$ cat src/inc/pll_cfg_defs.svh
// offsets, field bits, write masks and reset values of the loop bank
`ifndef PLL_CFG_DEFS_SVH
`define PLL_CFG_DEFS_SVH

// register numbers carried in the low five bits of each serial word
`define ADDR_LSB               0
`define ADDR_MSB               4
`define REG_GROUP_LAST         5'h05
`define REG_LOOP_FILTER        5'h18
`define REG_TUNING_DAC         5'h19
`define REG_SECOND_DETECTOR    5'h1A
`define REG_FIRST_PUMP         5'h1B
`define REG_REF_DIV_B          5'h1C
`define REG_OSC_RANGE          5'h1D
`define REG_SECOND_FEEDBACK    5'h1E
`define REG_READBACK_LOCK      5'h1F
`define SLOT_COUNT             14
`define SLOT_HIGH_BASE         5'h12

// output group field positions
`define GROUP_SOFT_RESET_BIT   17
`define GROUP_POWERDOWN_BIT    17

// writable bits; address bits never store
`define MASK_GROUP_COMMON      32'hBFFD_FFE0
`define MASK_GROUP_BIT17       32'h0002_0000
`define MASK_GROUP_BIT30       32'h4000_0000
`define MASK_LOOP_FILTER       32'hFF77_77C0
`define MASK_TUNING_DAC        32'hFFCF_FFC0
`define MASK_SECOND_DETECTOR   32'hFC0F_FFE0
`define MASK_FIRST_PUMP        32'h1FFF_FFE0
`define MASK_REF_DIV_B         32'hFFFF_FFC0
`define MASK_OSC_RANGE         32'h07FF_FFE0
`define MASK_SECOND_FEEDBACK   32'h077F_FFE0
`define MASK_READBACK_LOCK     32'h003F_0020

// reset values from the field defaults
`define RST_GROUP              32'h0000_0000
`define RST_LOOP_FILTER        32'h0000_00C0
`define RST_TUNING_DAC         32'h0101_0000
`define RST_SECOND_DETECTOR    32'h0C08_0000
`define RST_FIRST_PUMP         32'h1000_1800
`define RST_REF_DIV_B          32'h0040_3000
`define RST_OSC_RANGE          32'h0780_0600
`define RST_SECOND_FEEDBACK    32'h0200_0600
`define RST_READBACK_LOCK      32'h001F_0000

// lock detector count width
`define LOCK_COUNT_WIDTH       14

`endif

$ cat src/inc/pll_cfg_pkg.sv
// shared types of the loop configuration bank
package pll_cfg_pkg;
   typedef logic [31:0] word_t;
   typedef logic [3:0]  slot_t;

   // bank state: words, dac divider, readback shifter
   typedef struct packed {
      logic [13:0][31:0] regs;
      logic [9:0]        dac_cnt;
      logic              dac_tick;
      logic [31:0]       rb_shift;
   } bank_state_s;

   // serial receiver state
   typedef struct packed {
      logic        clk_d;
      logic        le_d;
      logic [31:0] shift;
      logic [31:0] word;
      logic        valid;
      logic        fall;
   } rx_state_s;
endpackage

$ cat src/dual_pll_config_register_bank.sv
// loop configuration register bank behind the serial control pins
`timescale 1ns/1ps
`include "pll_cfg_defs.svh"

// Behaviour
// - first lock after window held for programmed count, default 1024
// - second lock after window held for programmed count, default 8192
// - two-bit first lock window, reset code 3 is 40 ns
// - dac update tick divides first detector rate by ten-bit divisor, reset 4
// - doubler bit doubles second reference, clear at reset
// - second pump polarity negative, tristate active, at reset
// - three input predividers, divide 1/2/4/8, reset divide-by-1
// - first reference divider, 14 bits, 1..16383, reset 96
// - first feedback divider, 14 bits, 1..16383, reset 192
// - second reference divider, 12 bits, 1..4095, reset 4
// - second feedback divider, 18 bits, 1..262143, reset 48
// - three-bit second prescaler, divide 2..8, reset 2
// - detector above 100 MHz only while fast bit set, set at reset
// - five-bit readback address picks register, reset 31
// - lock bit in register 31 blocks writes to registers 0..30
// - first feedback and reference delays, three bits, reset zero
// - registers 0..5 each control one even/odd output pair, same layout
// - soft reset only in register 0, powerdown only in register 1
// - oscillator source select bit only in registers 3 and 4
// - reset bit reloads defaults, clears on another register write
module dual_pll_config_register_bank
(
   input  wire logic        i_core_clk,
   input  wire logic        i_sys_rst,
   // serial control pins
   input  wire logic        i_ser_clk,
   input  wire logic        i_ser_data,
   input  wire logic        i_serial_latch_enable,
   output logic             o_readback_data,
   // lock detector inputs from the phase detectors
   input  wire logic        i_first_pd_tick,
   input  wire logic        i_first_in_window,
   input  wire logic        i_second_pd_tick,
   input  wire logic        i_second_in_window,
   // lock and tuning outputs
   output logic             o_first_lock_indicator,
   output logic             o_second_lock_indicator,
   output logic             o_dac_update,
   // output group configuration
   output logic [5:0][31:0] o_group_cfg,
   output logic             o_soft_reset_pending,
   output logic             o_powerdown,
   // loop configuration fields
   output logic [2:0]       o_first_loop_feedback_delay,
   output logic [2:0]       o_first_loop_reference_delay,
   output logic [1:0]       o_first_loop_lock_window,
   output logic [9:0]       o_dac_divisor,
   output logic [13:0]      o_first_loop_lock_count,
   output logic [1:0]       o_second_loop_lock_window,
   output logic             o_reference_doubler_enable,
   output logic             o_second_loop_pump_polarity,
   output logic             o_second_loop_pump_tristate,
   output logic [13:0]      o_second_loop_lock_count,
   output logic [1:0]       o_input0_predivider,
   output logic [1:0]       o_input1_predivider,
   output logic [1:0]       o_input2_predivider,
   output logic [13:0]      o_first_loop_ref_divider,
   output logic [11:0]      o_second_loop_ref_divider,
   output logic [13:0]      o_first_loop_feedback_divider,
   output logic [2:0]       o_oscillator_input_range,
   output logic             o_fast_detector_allow,
   output logic [17:0]      o_calibration_feedback_copy,
   output logic [2:0]       o_second_loop_prescaler,
   output logic [17:0]      o_second_loop_feedback_divider,
   output logic             o_readback_latch_level,
   output logic [4:0]       o_readback_address,
   output logic             o_register_write_lock
);
   localparam pll_cfg_pkg::slot_t S_LOOP_FILTER = 4'h6;
   localparam pll_cfg_pkg::slot_t S_TUNING_DAC  = 4'h7;
   localparam pll_cfg_pkg::slot_t S_SECOND_DET  = 4'h8;
   localparam pll_cfg_pkg::slot_t S_FIRST_PUMP  = 4'h9;
   localparam pll_cfg_pkg::slot_t S_REF_DIV_B   = 4'hA;
   localparam pll_cfg_pkg::slot_t S_OSC_RANGE   = 4'hB;
   localparam pll_cfg_pkg::slot_t S_SECOND_FB   = 4'hC;
   localparam pll_cfg_pkg::slot_t S_READBACK    = 4'hD;

   pll_cfg_pkg::bank_state_s st;
   pll_cfg_pkg::bank_state_s next_st;
   pll_cfg_pkg::word_t       rx_word;
   logic                     rx_valid;
   logic                     rx_fall;
   logic                     first_locked;
   logic                     second_locked;
   logic                     first_lock_q;
   logic                     second_lock_q;

   // only registers 0..5 and 24..31 hold storage
   function automatic logic is_stored(input logic [4:0] addr);
      return (addr <= `REG_GROUP_LAST) || (addr >= `REG_LOOP_FILTER);
   endfunction

   function automatic pll_cfg_pkg::slot_t slot_of(input logic [4:0] addr);
      logic [4:0] s;
      s = (addr <= `REG_GROUP_LAST) ? addr : (addr - `SLOT_HIGH_BASE);
      return s[3:0];
   endfunction

   function automatic logic [4:0] addr_of(input pll_cfg_pkg::slot_t s);
      logic [4:0] a;
      a = {1'b0, s};
      return (s < 4'h6) ? a : (a + `SLOT_HIGH_BASE);
   endfunction

   // writable bits; single-register group bits only where they exist
   function automatic pll_cfg_pkg::word_t mask_of(input logic [4:0] addr);
      pll_cfg_pkg::word_t m;
      m = '0;
      case (addr)
         5'h00:                m = `MASK_GROUP_COMMON | `MASK_GROUP_BIT17;
         5'h01:                m = `MASK_GROUP_COMMON | `MASK_GROUP_BIT17;
         5'h02:                m = `MASK_GROUP_COMMON;
         5'h03:                m = `MASK_GROUP_COMMON | `MASK_GROUP_BIT30;
         5'h04:                m = `MASK_GROUP_COMMON | `MASK_GROUP_BIT30;
         5'h05:                m = `MASK_GROUP_COMMON;
         `REG_LOOP_FILTER:     m = `MASK_LOOP_FILTER;
         `REG_TUNING_DAC:      m = `MASK_TUNING_DAC;
         `REG_SECOND_DETECTOR: m = `MASK_SECOND_DETECTOR;
         `REG_FIRST_PUMP:      m = `MASK_FIRST_PUMP;
         `REG_REF_DIV_B:       m = `MASK_REF_DIV_B;
         `REG_OSC_RANGE:       m = `MASK_OSC_RANGE;
         `REG_SECOND_FEEDBACK: m = `MASK_SECOND_FEEDBACK;
         `REG_READBACK_LOCK:   m = `MASK_READBACK_LOCK;
         default:              m = '0;
      endcase
      return m;
   endfunction

   // silicon default per register
   function automatic pll_cfg_pkg::word_t default_of(input logic [4:0] addr);
      pll_cfg_pkg::word_t d;
      d = '0;
      case (addr)
         `REG_LOOP_FILTER:     d = `RST_LOOP_FILTER;
         `REG_TUNING_DAC:      d = `RST_TUNING_DAC;
         `REG_SECOND_DETECTOR: d = `RST_SECOND_DETECTOR;
         `REG_FIRST_PUMP:      d = `RST_FIRST_PUMP;
         `REG_REF_DIV_B:       d = `RST_REF_DIV_B;
         `REG_OSC_RANGE:       d = `RST_OSC_RANGE;
         `REG_SECOND_FEEDBACK: d = `RST_SECOND_FEEDBACK;
         `REG_READBACK_LOCK:   d = `RST_READBACK_LOCK;
         default:              d = `RST_GROUP;
      endcase
      return d;
   endfunction

   function automatic logic [13:0][31:0] all_defaults();
      logic [13:0][31:0] r;
      r = '0;
      for (int i = 0; i < `SLOT_COUNT; i++)
      begin
         r[i] = default_of(addr_of(4'(i)));
      end
      return r;
   endfunction

   serial_word_receiver u_rx
   (
      .i_core_clk   (i_core_clk),
      .i_sys_rst    (i_sys_rst),
      .i_ser_clk    (i_ser_clk),
      .i_ser_data   (i_ser_data),
      .i_ser_le     (i_serial_latch_enable),
      .o_word       (rx_word),
      .o_word_valid (rx_valid),
      .o_clk_fall   (rx_fall)
   );

   lock_detector #(.WIDTH(`LOCK_COUNT_WIDTH)) u_first_lock
   (
      .i_core_clk  (i_core_clk),
      .i_sys_rst   (i_sys_rst),
      .i_pd_tick   (i_first_pd_tick),
      .i_in_window (i_first_in_window),
      .i_threshold (st.regs[S_TUNING_DAC][19:6]),
      .o_locked    (first_locked)
   );

   lock_detector #(.WIDTH(`LOCK_COUNT_WIDTH)) u_second_lock
   (
      .i_core_clk  (i_core_clk),
      .i_sys_rst   (i_sys_rst),
      .i_pd_tick   (i_second_pd_tick),
      .i_in_window (i_second_in_window),
      .i_threshold (st.regs[S_SECOND_DET][19:6]),
      .o_locked    (second_locked)
   );

   // writes, soft reset, dac divider and readback shifter
   always_comb
   begin
      logic [4:0]          addr;
      pll_cfg_pkg::slot_t  s;
      pll_cfg_pkg::word_t  m;
      logic [9:0]          div;
      logic [4:0]          rb_addr;
      addr          = rx_word[`ADDR_MSB:`ADDR_LSB];
      s             = slot_of(addr);
      m             = mask_of(addr);
      div = (st.regs[S_TUNING_DAC][31:22] == '0) ? 10'h001 : st.regs[S_TUNING_DAC][31:22];
      rb_addr       = 5'h00;
      next_st       = st;
      next_st.dac_tick = 1'b0;

      // one dac tick per divisor detector ticks
      if (i_first_pd_tick)
      begin
         if ((st.dac_cnt + 10'h001) >= div)
         begin
            next_st.dac_cnt  = 10'h000;
            next_st.dac_tick = 1'b1;
         end
         else
         begin
            next_st.dac_cnt = st.dac_cnt + 10'h001;
         end
      end

      // locked writes are dropped silently; register 31 stays writable to unlock
      if (rx_valid && ((addr == `REG_READBACK_LOCK) || !st.regs[S_READBACK][5]))
      begin
         if ((addr == 5'h00) && rx_word[`GROUP_SOFT_RESET_BIT])
         begin
            // rest of the word is ignored; flag stays visible until next write
            next_st.regs = all_defaults();
            next_st.regs[0][`GROUP_SOFT_RESET_BIT] = 1'b1;
            next_st.dac_cnt = 10'h000;
         end
         else
         begin
            if (addr != 5'h00)
            begin
               next_st.regs[0][`GROUP_SOFT_RESET_BIT] = 1'b0;
            end
            if (is_stored(addr))
            begin
               next_st.regs[s] = (st.regs[s] & ~m) | (rx_word & m);
            end
         end
      end

      // every received word reloads the shifter, dropped locked writes included
      if (rx_valid)
      begin
         rb_addr = next_st.regs[S_READBACK][20:16];
         if (is_stored(rb_addr))
         begin
            next_st.rb_shift = next_st.regs[slot_of(rb_addr)] | {27'h0, rb_addr};
         end
         else
         begin
            next_st.rb_shift = {27'h0, rb_addr};
         end
      end
      else if (rx_fall)
      begin
         next_st.rb_shift = {st.rb_shift[30:0], 1'b0};
      end
   end

   // state register
   always_ff @(posedge i_core_clk)
   begin
      if (i_sys_rst)
      begin
         st.regs     <= all_defaults();
         st.dac_cnt  <= '0;
         st.dac_tick <= 1'b0;
         st.rb_shift <= '0;
      end
      else
      begin
         st <= next_st;
      end
   end

   // lock indicators retimed into top flops
   always_ff @(posedge i_core_clk)
   begin
      if (i_sys_rst)
      begin
         first_lock_q  <= 1'b0;
         second_lock_q <= 1'b0;
      end
      else
      begin
         first_lock_q  <= first_locked;
         second_lock_q <= second_locked;
      end
   end

   assign o_first_lock_indicator  = first_lock_q;
   assign o_second_lock_indicator = second_lock_q;
   assign o_dac_update            = st.dac_tick;
   assign o_readback_data         = st.rb_shift[31];

   // field views straight off the stored words
   assign o_group_cfg                    = st.regs[5:0];
   assign o_soft_reset_pending           = st.regs[0][`GROUP_SOFT_RESET_BIT];
   assign o_powerdown                    = st.regs[1][`GROUP_POWERDOWN_BIT];
   assign o_first_loop_feedback_delay    = st.regs[S_LOOP_FILTER][14:12];
   assign o_first_loop_reference_delay   = st.regs[S_LOOP_FILTER][10:8];
   assign o_first_loop_lock_window       = st.regs[S_LOOP_FILTER][7:6];
   assign o_dac_divisor                  = st.regs[S_TUNING_DAC][31:22];
   assign o_first_loop_lock_count        = st.regs[S_TUNING_DAC][19:6];
   assign o_second_loop_lock_window      = st.regs[S_SECOND_DET][31:30];
   assign o_reference_doubler_enable     = st.regs[S_SECOND_DET][29];
   assign o_second_loop_pump_polarity    = st.regs[S_SECOND_DET][28];
   assign o_second_loop_pump_tristate    = st.regs[S_SECOND_DET][5];
   assign o_second_loop_lock_count       = st.regs[S_SECOND_DET][19:6];
   assign o_input2_predivider            = st.regs[S_FIRST_PUMP][25:24];
   assign o_input1_predivider            = st.regs[S_FIRST_PUMP][23:22];
   assign o_input0_predivider            = st.regs[S_FIRST_PUMP][21:20];
   assign o_first_loop_ref_divider       = st.regs[S_FIRST_PUMP][19:6];
   assign o_second_loop_ref_divider      = st.regs[S_REF_DIV_B][31:20];
   assign o_first_loop_feedback_divider  = st.regs[S_REF_DIV_B][19:6];
   assign o_oscillator_input_range       = st.regs[S_OSC_RANGE][26:24];
   assign o_fast_detector_allow          = st.regs[S_OSC_RANGE][23];
   assign o_calibration_feedback_copy    = st.regs[S_OSC_RANGE][22:5];
   assign o_second_loop_prescaler        = st.regs[S_SECOND_FB][26:24];
   assign o_second_loop_feedback_divider = st.regs[S_SECOND_FB][22:5];
   assign o_readback_latch_level         = st.regs[S_READBACK][21];
   assign o_readback_address             = st.regs[S_READBACK][20:16];
   assign o_register_write_lock          = st.regs[S_READBACK][5];
endmodule

$ cat src/serial_word_receiver.sv
// serial word receiver: shift on clock rise, word on latch rise
`timescale 1ns/1ps
module serial_word_receiver
(
   input  wire logic        i_core_clk,
   input  wire logic        i_sys_rst,
   input  wire logic        i_ser_clk,
   input  wire logic        i_ser_data,
   input  wire logic        i_ser_le,
   output logic [31:0]      o_word,
   output logic             o_word_valid,
   output logic             o_clk_fall
);
   pll_cfg_pkg::rx_state_s st;
   pll_cfg_pkg::rx_state_s next_st;

   // edge detection on the sampled pins; pins are already synchronous
   always_comb
   begin
      next_st       = st;
      next_st.clk_d = i_ser_clk;
      next_st.le_d  = i_ser_le;
      next_st.valid = 1'b0;
      next_st.fall  = st.clk_d & ~i_ser_clk;
      if (i_ser_clk & ~st.clk_d & ~i_ser_le)
      begin
         next_st.shift = {st.shift[30:0], i_ser_data}; // msb first
      end
      if (i_ser_le & ~st.le_d)
      begin
         next_st.word  = st.shift;
         next_st.valid = 1'b1;
      end
   end

   always_ff @(posedge i_core_clk)
   begin
      if (i_sys_rst)
      begin
         st <= '0;
      end
      else
      begin
         st <= next_st;
      end
   end

   assign o_word       = st.word;
   assign o_word_valid = st.valid;
   assign o_clk_fall   = st.fall;
endmodule

$ cat src/lock_detector.sv
// digital lock detector: counts detector cycles spent inside the window
`timescale 1ns/1ps
module lock_detector
#(
   parameter int WIDTH = 14
)
(
   input  wire logic             i_core_clk,
   input  wire logic             i_sys_rst,
   input  wire logic             i_pd_tick,
   input  wire logic             i_in_window,
   input  wire logic [WIDTH-1:0] i_threshold,
   output logic                  o_locked
);
   typedef struct packed {
      logic [WIDTH-1:0] count;
      logic             locked;
   } lock_state_s;

   lock_state_s      st;
   lock_state_s      next_st;
   logic [WIDTH-1:0] thr;

   // a zero threshold would lock at once; treat it as one cycle
   assign thr = (i_threshold == '0) ? WIDTH'(1) : i_threshold;

   // any cycle outside the window restarts the count and drops lock
   always_comb
   begin
      next_st = st;
      if (i_pd_tick)
      begin
         if (!i_in_window)
         begin
            next_st.count  = '0;
            next_st.locked = 1'b0;
         end
         else if (st.count < thr)
         begin
            next_st.count  = st.count + WIDTH'(1);
            next_st.locked = ((st.count + WIDTH'(1)) >= thr);
         end
         else
         begin
            next_st.locked = 1'b1;
         end
      end
   end

   always_ff @(posedge i_core_clk)
   begin
      if (i_sys_rst)
      begin
         st <= '0;
      end
      else
      begin
         st <= next_st;
      end
   end

   assign o_locked = st.locked;
endmodule

$ cat config.mk
export PLATFORM = sky130hd
export DESIGN_NAME = dual_pll_config_register_bank
export DESIGN_NICKNAME = d
export VERILOG_FILES = /design/src/inc/pll_cfg_pkg.sv /design/src/dual_pll_config_register_bank.sv /design/src/serial_word_receiver.sv /design/src/lock_detector.sv
export VERILOG_INCLUDE_DIRS = /design/src /design/src/inc
export SDC_FILE = /design/constraint.sdc
export NUM_CORES = 2
export LEC_CHECK = 0
export ABC_AREA = 1
export BUFFER_PORTS_ARGS = -buffer_cell sky130_fd_sc_hd__buf_2
export CAP_MARGIN = 20
export CELL_PAD_IN_SITES_DETAIL_PLACEMENT = 1
export CELL_PAD_IN_SITES_GLOBAL_PLACEMENT = 2
export CORE_MARGIN = 2
export CORE_UTILIZATION = 35
export CTS_CLUSTER_DIAMETER = 200
export DETAILED_ROUTE_END_ITERATION = 10
export GPL_TIMING_DRIVEN = 0
export PLACE_DENSITY = 0.89
export REMOVE_ABC_BUFFERS = 1
export SLEW_MARGIN = 40
export SYNTH_ARGS = -nofsm -noshare
export SYNTH_HDL_FRONTEND = slang
export SYNTH_SLANG_ARGS = --single-unit
export TNS_END_PERCENT = 5
$ cat constraint.sdc
create_clock -name i_core_clk -period 6.7 [get_ports i_core_clk]
set_input_delay 0.67 -clock i_core_clk [delete_from_list [all_inputs] [get_ports i_core_clk]]
set_output_delay 0.67 -clock i_core_clk [all_outputs]
set_load 0.01 [all_outputs]
Word level (Yosys, flattened, before mapping)
Memory sizes are Yosys's and may differ from the RTL's. A register that Yosys moved wholly into a read port is not among the register bits.
Index checks and enable logic that the tools add are counted.
- register bits after elaboration: 591
- memory bits (read-only): 864
- input bits: 9
- output and inout bits: 345
- word-level logic and storage cells: 114
- memories: 1
- memory list (name ; depth ; width ; read ports ; clocked after memory_dff ; wr ports ; line ; RTL):
    (name not given) ; 32 ; 27 ; 1 ; 1 ; 0 ; dual_pll_config_register_bank.sv:114 ; case (addr)
- add/subtract/negate cells: 5
- magnitude comparators: 12
- equality and inequality tests: 3
- muxes and demuxes: 34
- bitwise logic cells: 14
- reductions and logical operators: 16
- operators by type and width (operator ; number):
    448-bit 2-to-1 mux ; 2
    458-bit 2-to-1 mux ; 1
    448-bit bitwise mux ; 1
    32-bit binary-select mux with 4-bit select ; 2
    32-bit 2-to-1 mux ; 6
    32-bit demux with 4-bit select ; 1
    32-bit AND ; 2
    14-bit 2-to-1 mux ; 4
    32-bit NOT ; 1
    32-bit bitwise OR ; 1
    32-bit by 5-bit bitwise OR with 32-bit output ; 1
    10-bit 2-to-1 mux ; 3
    15-bit 2-to-1 mux ; 2
    14-bit by 1-bit adder with 14-bit output (second input constant) ; 2
    14-bit greater-or-equal comparator ; 2
    14-bit zero test ; 2
    14-bit less-than comparator ; 2
    11-bit 2-to-1 mux ; 1
    10-bit by 1-bit adder with 10-bit output (second input constant) ; 1
    10-bit greater-or-equal comparator ; 1
    5-bit greater-or-equal comparator (second input constant) ; 2
    5-bit by 3-bit less-or-equal comparator with 1-bit output (second input constant) ; 2
    10-bit zero test ; 1
    4-bit by 5-bit less-than comparator with 1-bit output (second input constant) ; 2
    other kinds (17) ; 39

Depth between registers and ports, before layout
- word-level depth: 17
- gate-level depth with buffers: 27
- depth with buffers taken out: 26

Cells and area by module
A second synthesis with hierarchy kept.
- cells, all modules: 6269
- area total of the unflattened synthesis: 39055.0 µm²
- by module, submodules not included (module ; instances ; cells each ; area each (µm²) ; seq. area each (µm²)):
    dual_pll_config_register_bank ; 1 ; 5387 ; 33060.5 ; 9869.5
    lock_detector ; 2 ; 248 ; 1605.3 ; 300.3
    serial_word_receiver ; 1 ; 386 ; 2783.9 ; 1361.3

Worst setup path after synthesis
Ideal clock, no wire load.
- path type: register to register
- start point: register u_rx.st, in the netlist u_rx.o_word[1]
- end point: register st[12] (netlist bit)
- setup time: 119 ps
- arrival time: 3010 ps
- data required time: 6581 ps
- setup slack: 3571 ps
- cell stages (with the launch flop): 24
- buffers on the path: 3
- clock period less this slack: 3129 ps
- path through: dfxtp_1 -> inv_1 -> ha_1 -> nand2_1 -> nand3_2 -> nand3_2 -> nand2_4 -> nor2_4 -> nand2_2 -> nor2_8 -> nand2_2 -> clkinv_1 -> nand3_1 -> nand2_1 -> buf_2 -> buf_2 -> clkbuf_1 -> nand3_1 -> nand3_1 -> nand3_1 -> nand2_1 -> nand2_1 -> nand3_1 -> a21oi_1
- word-level cells in the longest chain between the ends: 17
- elaborated cells on any way between the ends: 33
- those cells by class: add/sub (2); order compare (6); eq/ne (1); mux (14); bitwise (3); reduce/logical (7)
- RTL lines (item ; line ; RTL):
    from (decl) ; serial_word_receiver.sv:14 ; pll_cfg_pkg::rx_state_s st;
    from (signal assigned) ; serial_word_receiver.sv:44 ; st <= next_st;
    4-bit by 2-bit subtractor with 4-bit output (no source line) or 5-bit by 3-bit less-or-equal comparator with 1-bit output (tied branches) ; n/a ;
    4-bit 2-to-1 mux ; dual_pll_config_register_bank.sv:100 ; s = (addr <= `REG_GROUP_LAST) ? addr : (addr - `SLOT_HIGH_BASE);
    4-bit by 5-bit less-than comparator with 1-bit output (not written as such) (tied with other cells) ; dual_pll_config_register_bank.sv:242 ; next_st.regs[s] = (st.regs[s] & ~m) | (rx_word & m);
    1-bit logical AND (not written as such) or 32-bit 2-to-1 mux (tied branches) ; dual_pll_config_register_bank.sv:242 ;
    32-bit 2-to-1 mux (not written as such) or 32-bit AND (tied branches) ; dual_pll_config_register_bank.sv:242 ;
    32-bit demux with 4-bit select or 32-bit bitwise OR (tied branches) ; dual_pll_config_register_bank.sv:242 ;
    448-bit bitwise mux ; dual_pll_config_register_bank.sv:242 ;
    448-bit 2-to-1 mux ; dual_pll_config_register_bank.sv:240 ; if (is_stored(addr))
    448-bit 2-to-1 mux ; dual_pll_config_register_bank.sv:227 ; if ((addr == 5'h00) && rx_word[`GROUP_SOFT_RESET_BIT])
    458-bit 2-to-1 mux (*) ; dual_pll_config_register_bank.sv:225 ; if (rx_valid && ((addr == `REG_READBACK_LOCK) || !st.regs[S_READBACK][5]))
    4-bit by 2-bit subtractor with 4-bit output (no source line) or 5-bit by 3-bit less-or-equal comparator with 1-bit output (tied branches) ; n/a ;
    4-bit 2-to-1 mux ; dual_pll_config_register_bank.sv:100 ;
    32-bit binary-select mux with 4-bit select ; dual_pll_config_register_bank.sv:253 ; next_st.rb_shift = next_st.regs[slot_of(rb_addr)] | {27'h0, rb_addr};
    32-bit 2-to-1 mux (not written as such) ; dual_pll_config_register_bank.sv:253 ;
    32-bit by 5-bit bitwise OR with 32-bit output ; dual_pll_config_register_bank.sv:253 ;
    32-bit 2-to-1 mux (*) ; dual_pll_config_register_bank.sv:251 ; if (is_stored(rb_addr))
    32-bit 2-to-1 mux (*) ; dual_pll_config_register_bank.sv:248 ; if (rx_valid)
    to (signal assigned) ; dual_pll_config_register_bank.sv:278 ; st <= next_st;
    to (decl) ; dual_pll_config_register_bank.sv:83 ; pll_cfg_pkg::bank_state_s st;
Every way passes the cells marked *; elsewhere a longest branch is shown, timed or not. The select of a mux whose other input is x is not followed.
A chain may end at the register's enable or synchronous reset.

Final worst setup path
- start point: register u_rx.st, in the netlist u_rx.o_word[1]
- end point: register st[10] (netlist bit)
The elaborated chain is that of the path after synthesis.

==> impl_metrics.py <==
metrics = {
    "power": {
        "p_per_area_mw_per_mm2": 227,
        "leakage_uw": 0.0176,
        "power_frac_seq_pct": 38.7,
        "swShare_pct": 33.1,
        "intPower_uw": 6500,
        "total_power_uw": 9720,
        "vdd_drop_max_mv": 0.161,
        "p_clk_share_pct": 43.0,
        "switching_power_uw": 3210,
        "power_frac_comb_pct": 18.3,
    },
    "critical_path": {
        "worstSetupStartpointType": "flip-flop",
        "worst_ep_required_time_ns": 7.23,
        "cpLargestDelayFamily": "simple AND/OR/NAND/NOR gates",
        "critPathKind": "reg2reg",
        "endpoint_kind": "flip-flop",
        "critical_path.max_fanout": 48,
        "arrival_ns": 7.07,
        "crit_path_top_delay_cell": "dfxtp_1",
        "crit_buf_inv": 6,
        "r2r-start": "u_rx.o_word[1]",
        "max_stage_delay_ns": 0.42,
        "worstSetupStartpoint": "u_rx.o_word[1]",
        "crit_top_cell": "nand2_1",
    },
    "detailed_routing": {
        "first_pass_iters": 5,
        "antenna_left": 0,
        "drt_wl_total_um": 183000,
        "drc_errors": 0,
        "num_vias": 42493,
        "wl_per_cell_um": 24.6,
        "drt_iter0_markers": 3586,
        "vias_per_cell": 5.70,
    },
    "floorplan": {
        "io_pins": 354,
        "start_util_pct": 35.3,
        "fp.dieW_um": 336,
        "core.rowCount": 121,
        "core_mm2": 0.109,
        "dieArea_mm2": 0.113,
        "die-height_um": 336,
    },
    "job": {
        "max_cap_viol_count": 0,
    },
    "cts": {
        "ctsHoldBuffers": 0,
        "cts_buffers": 78,
        "cts-root-buf": "clkbuf_16",
        "clockBufferDepth": 3,
        "clkLatencyLatePin_ns": 0.67,
        "cts_sinks": 603,
        "path_clk_slew_ns": 0.06,
        "cts_tree": "built",
        "htreeDepth": 3,
    },
    "synthesis": {
        "synth_adder_area_share_pct": 2.50,
        "netlist_instances": 6210,
        "synth_xor_area_share_pct": 0.659,
        "synth_simple_gate_area_share_pct": 30.5,
        "synth_top_family_by_area": "simple AND/OR/NAND/NOR gates",
        "synth_compound_area_share_pct": 19.8,
        "yosysSeqAreaShare_pct": 31.3,
        "synth.distinct_cells": 53,
        "synth_mux_area_share_pct": 0.0520,
        "dominantRegCellSynth": "dfxtp_1",
        "syn_avg_cell_area_um2": 6.20,
        "yosysWarnings": 0,
        "synth-async-reset-ratio_pct": 0,
        "netlist_area_mm2": 0.0385,
        "ys_seq_elements": 603,
        "synth-edff-count": 0,
    },
    "global_route": {
        "grt_use_met2_pct": 51.1,
        "grt_use_met3_pct": 5.62,
        "grt_pass1_vias": 41682,
        "antenna_found_initial": 5,
        "grt_max_degree": 94,
        "grt_usage_pct": 31.4,
        "grt_pass1_wl_um": 269000,
        "grt_overflow": 0,
        "met1_usage_pct": 41.0,
        "gr-max-usage-layer": "met2",
    },
    "layout": {
        "stdcell_area_mm2": 0.0428,
        "nNetsFinal": 6066,
        "regArea_mm2": 0.0121,
        "fillerInstances": 14254,
        "multi_input_area_mm2": 0.0209,
        "area_growth_pct": 11.1,
        "drive_above_1_share_pct": 11.2,
    },
    "sta": {
        "finalHoldViolCount": 0,
        "skew_ns": 0.0370,
        "slew_viol_final": 0,
        "period_needed_ns": 6.54,
        "worstMarginPinSlew_ns": 0.918,
        "fin_crit_sh_pct": 97.6,
        "slew_headroom_pct": 38.6,
        "rsz0062_at_grt": "true",
        "finalSetupViolCount": 0,
        "max_freq_mhz": 153,
    },
    "placement": {
        "numPortBuffers": 353,
        "place.gp.congestion": 0.868,
        "place_area_mm2": 0.0403,
        "place_hpwl_um": 120000,
    },
    "hold_path": {
        "holdCritStartpoint": "i_ser_clk",
        "hp-class": "in2reg",
    },
    "status": {
        "status": "completed",
    },
}
==> synth_stat cells, types with 5 or more instances <==
| master | number | share of area (%) |
|---|---|---|
| o21ai_1 | 18 | 0.23 |
| xor2_1 | 19 | 0.43 |
| nand4_1 | 33 | 0.54 |
| clkbuf_1 | 314 | 3.1 |
| nor3_1 | 12 | 0.16 |
| ha_1 | 77 | 2.5 |
| clkinv_1 | 8 | 0.078 |
| nand3b_1 | 9 | 0.18 |
| nand2_1 | 1392 | 14 |
| buf_6 | 7 | 0.20 |
| or2_2 | 14 | 0.23 |
| buf_1 | 31 | 0.30 |
| a21oi_1 | 613 | 8.0 |
| inv_1 | 386 | 3.8 |
| nor2_1 | 749 | 7.3 |
| inv_2 | 12 | 0.12 |
| o31ai_1 | 5 | 0.097 |
| o21ai_0 | 751 | 9.8 |
| buf_2 | 79 | 1.0 |
| o211ai_1 | 22 | 0.43 |
| nand3_1 | 616 | 8.0 |
| a21boi_0 | 7 | 0.14 |
| a22oi_1 | 34 | 0.66 |
| dfxtp_1 | 603 | 31 |
| nor2_2 | 5 | 0.081 |
| xnor2_1 | 10 | 0.23 |
| buf_4 | 340 | 6.6 |
==> area by class of cell <==
cell class / count / share of cell area (%)
Multi-Input combinational cell: 4431 / 48.8
Sequential cell: 603 / 28.2
Timing Repair Buffer: 460 / 9.35
Clock buffer: 117 / 5.30
Tap cell: 1414 / 4.13
Inverter: 406 / 3.88
Clock inverter: 17 / 0.342
Antenna cell: 1 / 0.00585
==> cell usage in the layout (no fill, tap or decap), drive strengths merged, types with 2 or more instances in the layout <==
cell,synthesis,final
o41ai,2,2
nor4,4,4
nor2,757,757
inv,398,400
o211ai,22,22
o21ai,769,769
o21a,4,4
o31ai,5,5
a221oi,2,2
nand4,33,33
bufinv,0,2
xor2,19,19
a211oi,2,2
buf,457,460
or2,15,15
xnor2,10,10
mux2i,2,2
a22oi,34,34
a21oi,615,615
ha,77,77
clkinv,8,20
nor3,12,12
dfxtp,603,603
a21boi,7,7
nand3b,9,9
nand2,1398,1399
clkbuf,314,117
nand3,620,620
==> power groups by stage <==
stage / clock [uW] / combinational, uW / sequential, uW
after global routing: 4350 / 1880 / 3770
after CTS: 4220 / 1750 / 3760
final: 4180 / 1780 / 3760
after floorplan: 0 / 770 / 3840
after global placement: 0 / 1530 / 3870
after detailed placement: 0 / 1740 / 3830
==> sequential cells by signal, indices dropped and copies added (netlist names), 14 cells and up, named ones only <==
| signal | cells |
|---|---|
| u_first_lock.st | 14 |
| o_group_cfg | 192 |
| o_second_loop_feedback_divider | 18 |
| u_second_lock.st | 14 |
| o_first_loop_lock_count | 14 |
| st | 150 |
| o_first_loop_ref_divider | 14 |
| u_rx.st | 34 |
| o_calibration_feedback_copy | 18 |
| u_rx.o_word | 32 |
| o_second_loop_lock_count | 14 |
| o_first_loop_feedback_divider | 14 |
==> metal layers <==
layer	share of wire, %	up-vias
li1	-	19614
met1	43	21074
met2	45	1446
met3	7.3	353
met4	4.2	6
met5	0.016	-
==> worst register-to-register path, delay by kind of cell, from the launching register on <==
| kind | cells | cell delay (ns) |
|---|---|---|
| adders and majority gates | 1 | 0.22 |
| buffers and inverters | 6 | 1.55 |
| DFF | 1 | 0.42 |
| and+or+nand+nor | 15 | 3.54 |
| AOI/OAI and AO/OA | 3 | 0.69 |
==> what timing repair did <==
action	CTS	global route
resized for setup	4	4
buffers inserted	1	7
gates cloned	1	0
pin swaps	1	4
hold endpoints to repair	0	0
setup endpoints to repair	32	27
==> worst paths after layout <==
path / to / slack (ns) / cells past startpoint
max: st[10] / 0.16 / 25
min: u_rx.o_clk_fall / 0.26 / 2
max reg2reg: st[10] / 0.16 / 25
min reg2reg: o_first_lock_indicator / 0.42 / 2
==> stage by stage <==
stage / setup WS [ns] / utilization (%) / hold WS [ns] / setup TNS [ns] / cells
floorplan: -11.64 / - / 0.400 / -3326.98 / 5439
global placement: -38.27 / 34.6 / 0.409 / - / 7206
detailed placement: -1.10 / 36.9 / 0.415 / -26.23 / 7305
CTS: 0.0570 / 39.2 / 0.204 / 0 / 7441
global route: -0.0205 / 39.3 / 0.233 / -0.0205 / 7448
finish: 0.160 / 39.3 / 0.256 / 0 / 7449
==> kinds of logic (layout without fill, tap and decap cells) <==
| kind of cell | count (synthesis) | in the layout |
|---|---|---|
| simple gates | 2849 | 2850 |
| compound gates | 1473 | 1473 |
| buf+inv | 1177 | 1000 |
| flops | 603 | 603 |
| fa+ha+maj | 77 | 77 |
| xor+xnor | 29 | 29 |
| mux | 2 | 2 |
| other cells | 0 | 1 |
Note: power is estimated with default switching activity, not from simulation.
